`src/rtl/rh_pkg.sv`:
```
// Constants and types for the root hub status and power control block
package rh_pkg;
  // Access codes on the host register port
  localparam logic [7:0] CODE_HUB_RD   = 8'h14;
  localparam logic [7:0] CODE_HUB_WR   = 8'h94;
  localparam logic [7:0] CODE_PORT1_RD = 8'h15;
  localparam logic [7:0] CODE_PORT2_RD = 8'h16;
  localparam logic [7:0] CODE_PORT1_WR = 8'h95;
  localparam logic [7:0] CODE_PORT2_WR = 8'h96;
  // Hub register field positions
  localparam int HUB_CLR_WAKE_BIT  = 31;
  localparam int HUB_OC_CHG_BIT    = 17;
  localparam int HUB_SET_PWR_BIT   = 16;
  localparam int HUB_WAKE_EN_BIT   = 15;
  localparam int HUB_OC_BIT        = 1;
  localparam int HUB_CLR_PWR_BIT   = 0;
  // Port register field positions
  localparam int PORT_RST_CHG_BIT  = 20;
  localparam int PORT_OC_CHG_BIT   = 19;
  localparam int PORT_SUS_CHG_BIT  = 18;
  localparam int PORT_EN_CHG_BIT   = 17;
  localparam int PORT_CONN_CHG_BIT = 16;
  localparam int PORT_LS_BIT       = 9;
  localparam int PORT_PWR_BIT      = 8;
  // Reset value and number of ports
  localparam logic [31:0] RESET_WORD = 32'h0000_0000;
  localparam int NUM_PORTS = 2;

  // Bus controller power state
  typedef enum logic [1:0] {
    ST_OPER    = 2'b00,
    ST_SUSPEND = 2'b01,
    ST_RESUME  = 2'b10
  } bus_state_t;

  // Per-port live status and events from the port logic
  typedef struct packed {
    logic low_speed_attached;
    logic reset_done;
    logic oc_changed;
    logic resume_done;
    logic enable_lost;
    logic attach_change_event;
    logic busy;
  } port_event_t;

  // One pending write held back while a port is busy
  typedef struct packed {
    logic        valid;
    logic [31:0] data;
  } port_wr_t;
endpackage : rh_pkg

```
`src/rtl/rh_hub_status.sv`:
```
// Root hub global status, power control and port status registers
// What this block does
// - Writing 1 to bit 31 clears remote wakeup enable unless bit 15 is also 1; 0 leaves it.
// - Overcurrent indicator change sets bit 17; write 1 clears it.
// - Bits 16 and 0 of the hub register always read zero.
// - Global mode: writing 1 to bit 16 powers all ports on unless bit 0 is also 1.
// - Per-port mode: bit 16 powers on only ports with mask clear, unless bit 0 is also 1.
// - Global mode: writing 1 to bit 0 powers all ports off.
// - Per-port mode: bit 0 powers off only ports with mask clear.
// - With wakeup enabled, connect change resumes suspended bus and interrupts.
// - Writing 1 to bit 15 sets remote wakeup enable; 0 leaves it.
// - Bit 1 shows global overcurrent; zero when reported per port.
// - One port status register per downstream port.
// - Port registers read at 15h/16h, written at 95h/96h.
// - Port status writes during a transaction wait until it completes.
// - Port change bits 20..16, low speed 9, power 8, reset zero.
// - Per-port mode, mask set: port power follows only per-port commands.
// - Hub register read at 14h, written at 94h.
`timescale 1ns/1ps
module rh_hub_status
  import rh_pkg::*;
#(
  parameter int PORTS = NUM_PORTS
)(
  // Clock and reset
  input  wire logic              clk_in,
  input  wire logic              srst_in,
  // Host register port
  input  wire logic              acc_in,
  input  wire logic [7:0]        code_in,
  input  wire logic [31:0]       wdata_in,
  output logic [31:0]            rdata_out,
  // Configuration
  input  wire logic              power_switch_scheme_in,
  input  wire logic [PORTS-1:0]  per_port_power_mask_in,
  input  wire logic              per_port_oc_in,
  input  wire logic              bus_suspend_req_in,
  input  wire logic              resume_done_in,
  // Pins and port events
  input  wire logic              overcurrent_pin_in,
  input  wire port_event_t [PORTS-1:0] port_ev_in,
  // Outputs
  output logic [PORTS-1:0]       port_power_out,
  output bus_state_t             bus_state_out,
  output logic                   resume_seen_interrupt_out
);
  logic       oc_meta_ff;
  logic       oc_sync_ff;
  logic       oc_ff;
  logic       oc_chg_ff;
  logic       wake_ff;
  logic [31:0] rdata_ff;
  bus_state_t state_ff;
  logic       irq_ff;
  logic [PORTS-1:0] pwr_q_ff;
  logic [PORTS-1:0][31:0] pstat;
  logic       hub_wr;
  logic       gon;
  logic       goff;
  logic       any_conn;
  logic       oc_now;

  assign hub_wr = acc_in && code_in == CODE_HUB_WR;
  assign gon    = hub_wr && wdata_in[HUB_SET_PWR_BIT];
  assign goff   = hub_wr && wdata_in[HUB_CLR_PWR_BIT];
  assign oc_now = oc_sync_ff && !per_port_oc_in;

  // Synchronise overcurrent pin
  always_ff @(posedge clk_in) begin
    if (srst_in) begin
      oc_meta_ff <= 1'b0;
      oc_sync_ff <= 1'b0;
      oc_ff      <= 1'b0;
    end else begin
      oc_meta_ff <= overcurrent_pin_in;
      oc_sync_ff <= oc_meta_ff;
      oc_ff      <= oc_now;
    end
  end

  always_ff @(posedge clk_in) begin
    if (srst_in) oc_chg_ff <= 1'b0;
    else if (oc_now != oc_ff) oc_chg_ff <= 1'b1;
    else if (hub_wr && wdata_in[HUB_OC_CHG_BIT]) oc_chg_ff <= 1'b0;
  end

  always_ff @(posedge clk_in) begin
    if (srst_in) wake_ff <= 1'b0;
    else if (hub_wr && wdata_in[HUB_WAKE_EN_BIT]) wake_ff <= 1'b1;
    else if (hub_wr && wdata_in[HUB_CLR_WAKE_BIT]) wake_ff <= 1'b0;
  end

  // Any port reporting a connect change
  always_comb begin
    any_conn = 1'b0;
    for (int i = 0; i < PORTS; i++)
      any_conn = any_conn | port_ev_in[i].attach_change_event;
  end

  always_ff @(posedge clk_in) begin
    if (srst_in) begin
      state_ff <= ST_OPER;
      irq_ff   <= 1'b0;
    end else begin
      irq_ff <= 1'b0;
      case (state_ff)
        ST_OPER:    if (bus_suspend_req_in) state_ff <= ST_SUSPEND;
        ST_SUSPEND: if (wake_ff && any_conn) begin
          state_ff <= ST_RESUME;
          irq_ff   <= 1'b1;
        end
        ST_RESUME:  if (resume_done_in) state_ff <= ST_OPER;
        default:    state_ff <= ST_OPER;
      endcase
    end
  end

  for (genvar g = 0; g < PORTS; g++) begin : g_port
    logic ctl;
    logic wr;
    assign ctl = !power_switch_scheme_in || !per_port_power_mask_in[g];
    assign wr  = acc_in && code_in == CODE_PORT1_WR + 8'(g);
    rh_port_status u_port (
      .clk_in      (clk_in),
      .srst_in     (srst_in),
      .wr_in       (wr),
      .wdata_in    (wdata_in),
      .gpwr_on_in  (gon && ctl),
      .gpwr_off_in (goff && ctl),
      .ev_in       (port_ev_in[g]),
      .status_out  (pstat[g])
    );
  end

  // Read mux and registered outputs
  always_ff @(posedge clk_in) begin
    if (srst_in) begin
      rdata_ff <= RESET_WORD;
      pwr_q_ff <= '0;
    end else begin
      for (int i = 0; i < PORTS; i++) pwr_q_ff[i] <= pstat[i][PORT_PWR_BIT];
      rdata_ff <= RESET_WORD;
      // indicator masked when reported per port
      if (acc_in && code_in == CODE_HUB_RD)
        rdata_ff <= {14'h0000, oc_chg_ff, 1'b0, wake_ff, 13'h0000,
                     oc_ff && !per_port_oc_in, 1'b0};
      for (int i = 0; i < PORTS; i++)
        if (acc_in && code_in == CODE_PORT1_RD + 8'(i)) rdata_ff <= pstat[i];
    end
  end

  assign rdata_out                 = rdata_ff;
  assign port_power_out            = pwr_q_ff;
  assign bus_state_out             = state_ff;
  assign resume_seen_interrupt_out = irq_ff;
endmodule : rh_hub_status

```
`src/rtl/rh_port_status.sv`:
```
// Per-port status register with deferred write handling
`timescale 1ns/1ps
module rh_port_status
  import rh_pkg::*;
(
  // Clock and reset
  input  wire logic        clk_in,
  input  wire logic        srst_in,
  // Write from software and global power commands
  input  wire logic        wr_in,
  input  wire logic [31:0] wdata_in,
  input  wire logic        gpwr_on_in,
  input  wire logic        gpwr_off_in,
  // Port events
  input  wire port_event_t ev_in,
  // Register value
  output logic [31:0]      status_out
);
  logic [4:0] chg_ff;
  logic       pwr_ff;
  logic       ls_ff;
  port_wr_t   pend_ff;
  logic       apply;
  logic [31:0] wd;

  assign apply = !ev_in.busy && (pend_ff.valid || wr_in);
  assign wd    = pend_ff.valid ? pend_ff.data : wdata_in;

  // Hold a write that arrives during a transaction or behind a held one
  always_ff @(posedge clk_in) begin
    if (srst_in) begin
      pend_ff <= '0;
    end else if (wr_in && (ev_in.busy || pend_ff.valid)) begin
      pend_ff <= '{1'b1, wdata_in};
    end else if (apply) begin
      pend_ff <= '0;
    end
  end

  // change flags, set wins over clear
  always_ff @(posedge clk_in) begin
    if (srst_in) begin
      chg_ff <= RESET_WORD[4:0];
    end else begin
      chg_ff <= (chg_ff & ~(apply ? wd[PORT_RST_CHG_BIT:PORT_CONN_CHG_BIT]
                                  : 5'h00))
              | {ev_in.reset_done, ev_in.oc_changed, ev_in.resume_done,
                 ev_in.enable_lost, ev_in.attach_change_event};
    end
  end

  // Port power and low speed state
  always_ff @(posedge clk_in) begin
    if (srst_in) begin
      pwr_ff <= 1'b0;
      ls_ff  <= 1'b0;
    end else begin
      ls_ff <= ev_in.low_speed_attached;
      if (gpwr_off_in) pwr_ff <= 1'b0;
      else if (gpwr_on_in) pwr_ff <= 1'b1;
      else if (apply && wd[PORT_PWR_BIT]) pwr_ff <= 1'b1;
    end
  end

  assign status_out = {11'h000, chg_ff, 6'h00, ls_ff, pwr_ff, 8'h00};
endmodule : rh_port_status

```
`config.mk`:
```
export PLATFORM = sky130hd
export DESIGN_NAME = rh_hub_status
export DESIGN_NICKNAME = d
export VERILOG_FILES = /design/src/rtl/rh_pkg.sv /design/src/rtl/rh_hub_status.sv /design/src/rtl/rh_port_status.sv
export SDC_FILE = /design/constraint.sdc
export NUM_CORES = 1
export LEC_CHECK = 0
export ABC_AREA = 0
export BUFFER_PORTS_ARGS = -buffer_cell sky130_fd_sc_hd__buf_2
export CORE_ASPECT_RATIO = 1.1
export CORE_MARGIN = 2
export CORE_UTILIZATION = 42
export CTS_CLUSTER_DIAMETER = 50
export DETAILED_ROUTE_END_ITERATION = 7
export PLACE_DENSITY = 0.75
export SLEW_MARGIN = 20
export SYNTH_ARGS = -nofsm -noshare
export SYNTH_HDL_FRONTEND = slang
export SYNTH_SLANG_ARGS = --single-unit
```
`constraint.sdc`:
```
create_clock -name clk_in -period 1.57 [get_ports clk_in]
set_clock_uncertainty 0.2 [all_clocks]
set_input_delay 0 -clock clk_in [delete_from_list [all_inputs] [get_ports clk_in]]
set_output_delay 0 -clock clk_in [all_outputs]
set_load 0.02 [all_outputs]
```
==> metrics.cfg <==
[yosys]
total_number_of_yosys_warnings=0
yosys-top-cells-count=nor2_1, dfxtp_1, buf_4, mux2i_1, a211oi_1
post-synth-top-area-cell=dfxtp_1
synth_flop_cell=dfxtp_1
library_cell_with_the_highest_instance_count_after_synthesis=nor2_1
synth_async_sr_flop_share_pct=0
synth-seq-area-share_pct=41.9
yosys_register_bits=47
synthTopCellsByArea=dfxtp_1, mux2i_1, buf_4, nor2_1, a211oi_1
synth_top_area_share_pct=41.9
syn_inst=236
netlist-cell-type-count=42
syn_area_per_cell_um2=9.51
synthesis.area_um2=2240
synth-edff-count=0

[die]
num_io_pins=101
die_w_um=73.7
die_h_um=80.7
core-area_um2=5070
die-area_um2=5940
starting_density_of_the_core_pct=44.3
floorplan.rows=27

[final_layout]
drive_gt1_share_pct=26.9
antenna-diode-count=0
finalInstanceArea_um2=3070
finish.net_count=406
syn2layout_area_growth_pct=36.9
fillerInstances=423

[global_routing]
first_global_vias=1973
grt_use_total_pct=18.8
antenna_found_initial=0
grt_max_degree=15
gr-total-overflow=0
grt_pass1_wl_um=8480

[clock_network]
clock_insertion_delay_worst_skew_ps=300
ctsHtreeMaxLevel=2
numCtsBuffers=5
library_cell_used_as_clock_root_buffer=clkbuf_8
clockBufferDepth=2
cts_tree=yes
cts_sinks=47
cts-hold-fix-buffers=42
clkTransAtPathRegs_ps=80

[detailed_routing]
routed_wl_um=5410
drt_pre_antenna_iters=4
post_drt_via_cell_ratio=5.07
antenna_left=0
drt-wirelength-per-cell_um=13.5
drt_first_iter_violations=122
drt_drc_violations_left=0
vias=2029

[critical_path]
crit_path_start_kind=register
regToRegSetupSlack_ps=50
cp.arrival_ps=1510
timing_worst_setup_path_type=reg2reg
cp.required_ps=1560
ff2ff_path_depth=3
timing.critical_path.to_type=register
crit_path_top_delay_cell=dlygate4sd3_1
critPathMaxFanout=3
timing.rr.start=wake_ff
path_cells=o211ai_1 > o211a_1 > dlygate4sd3_1
cp_slowest_stage_delay_ps=540
critical_path.startpoint=wake_ff

[sta]
fmax_mhz=659
post-route-worst-setup-slack_ps=52.8
totalNegativeSetupSlack_ps=0
final_hold_viol_count=3
final.min_clock_period_ps=1520
whs_ps=-62.5
setup_viol_count_final=0
timing.final.crit_share_pct=96.6
finalMaxSlewViolations=0
unrepaired_setup_endpoints_after_global_routing=false

[placed_design]
placedInstanceArea_um2=2540
gp_congestion=0.825
placement.io_buffers=54
placement.setup.worst_slack_ps=35.5
post-dp-hpwl_um=3530

[hold_path]
hp-start=code_in[0]
min_path_cells=4
min_path_type=in2reg

[power_and_ir_drop]
power.leakage_nw=1.34
share_clk_of_total_power_pct=30.7
switching_share_pct=26.0
vdd_ir_drop_max_mv=0.269
comb_power_share_pct=15.0
power.sequential.fraction_pct=54.3
total_power_mw=2.27
pwr_density_cell_nw_per_um2=740
internal-power_mw=1.68
p_sw_mw=0.590

[outcome]
run_status=complete, but fails checks
failing_checks=hold timing

[flow_run]
max-cap-violations=0

[cells in the final DEF, fill, tap and decap left out, types with 7 or more instances in the layout]
master / n
conb_1: 23
nor2b_1: 8
buf_2: 53
dfxtp_1: 46
nand2_1: 7
mux2i_1: 22
a21oi_1: 9
buf_4: 11
dlygate4sd3_1: 41
nor2_1: 48
o21ai_0: 7
a211oi_1: 10
[worst paths after layout]
kind / to
worst max-delay path: bus_state_out[0]
worst min register to register: oc_sync_ff
worst max register to register: bus_state_out[0]
worst min-delay path: g_port[1].u_port.pwr_ff
[through the flow]
step	cells	utilization, %	hold WS, ps
after floorplan	258	-	-88.8
after global placement	349	50.2	9.20
after detailed placement	349	50.2	18.7
after CTS	398	60.1	-70.4
after global routing	400	60.6	-65.4
final	400	60.6	-62.5
[cells by family (layout without fill, tap and decap cells)]
logic type	Yosys count	after routing	synth area share (%)
flops	47	47	41.9
buf+inv	34	118	10.4
compound gates	42	42	13.7
xor+xnor	1	1	0.390
mux	22	22	9.82
other cells	1	23	0.167
simple gates	89	89	23.5
[critical path: cells and delay by family (launching register included)]
kind                   cells  cell delay, ps
AO/OA/AOI/OAI              2             290
flip-flops                 1             380
buffers and inverters      1             540
[layout make-up]
| class | instances | area [um^2] | share of cell area (%) |
|---|---|---|---|
| clock buffer | 5 | 68.8 | 2.24 |
| clock inverter | 2 | 13.8 | 0.448 |
| tap | 58 | 72.6 | 2.36 |
| multi-input combinational | 177 | 1160 | 37.8 |
| sequential | 47 | 942 | 30.7 |
| timing repair buffer | 108 | 802 | 26.1 |
| inverter | 3 | 11.3 | 0.367 |
[flip-flops by register name (all words and copies together) (netlist names)]
register                   cells
wake_ff                        1
oc_ff                          1
g_port.u_port.chg_ff          10
resume_seen_interrupt_out      1
g_port.u_port.pwr_ff           2
oc_sync_ff                     1
g_port.u_port.pend_ff         14
oc_chg_ff                      1
rdata_out                      9
port_power_out                 2
bus_state_out                  2
oc_meta_ff                     1
g_port.u_port.ls_ff            2
[routing by layer]
layer,vias to the layer above,global-route usage (%),part of all wire (%)
met5,-,0,0
met4,0,10.7,3.5
met3,18,4.89,5.6
met2,87,34.2,52
met1,931,18.9,39
li1,993,-,-
[repair_timing]
item,CTS,global route
endpoints found under the setup margin,0,5
setup buffers,0,3
endpoints found under the hold margin,41,2
gates resized for setup,0,3
[power by group through the flow]
stage / combinational [mW] / clock, mW / sequential, mW
floorplan: 0.192 / 0 / 1.26
global placement: 0.243 / 0 / 1.26
detailed placement: 0.247 / 0 / 1.26
CTS: 0.328 / 0.714 / 1.23
global route: 0.370 / 0.749 / 1.24
finish: 0.340 / 0.698 / 1.23
No activity file was read; power rests on OpenSTA's default activity.
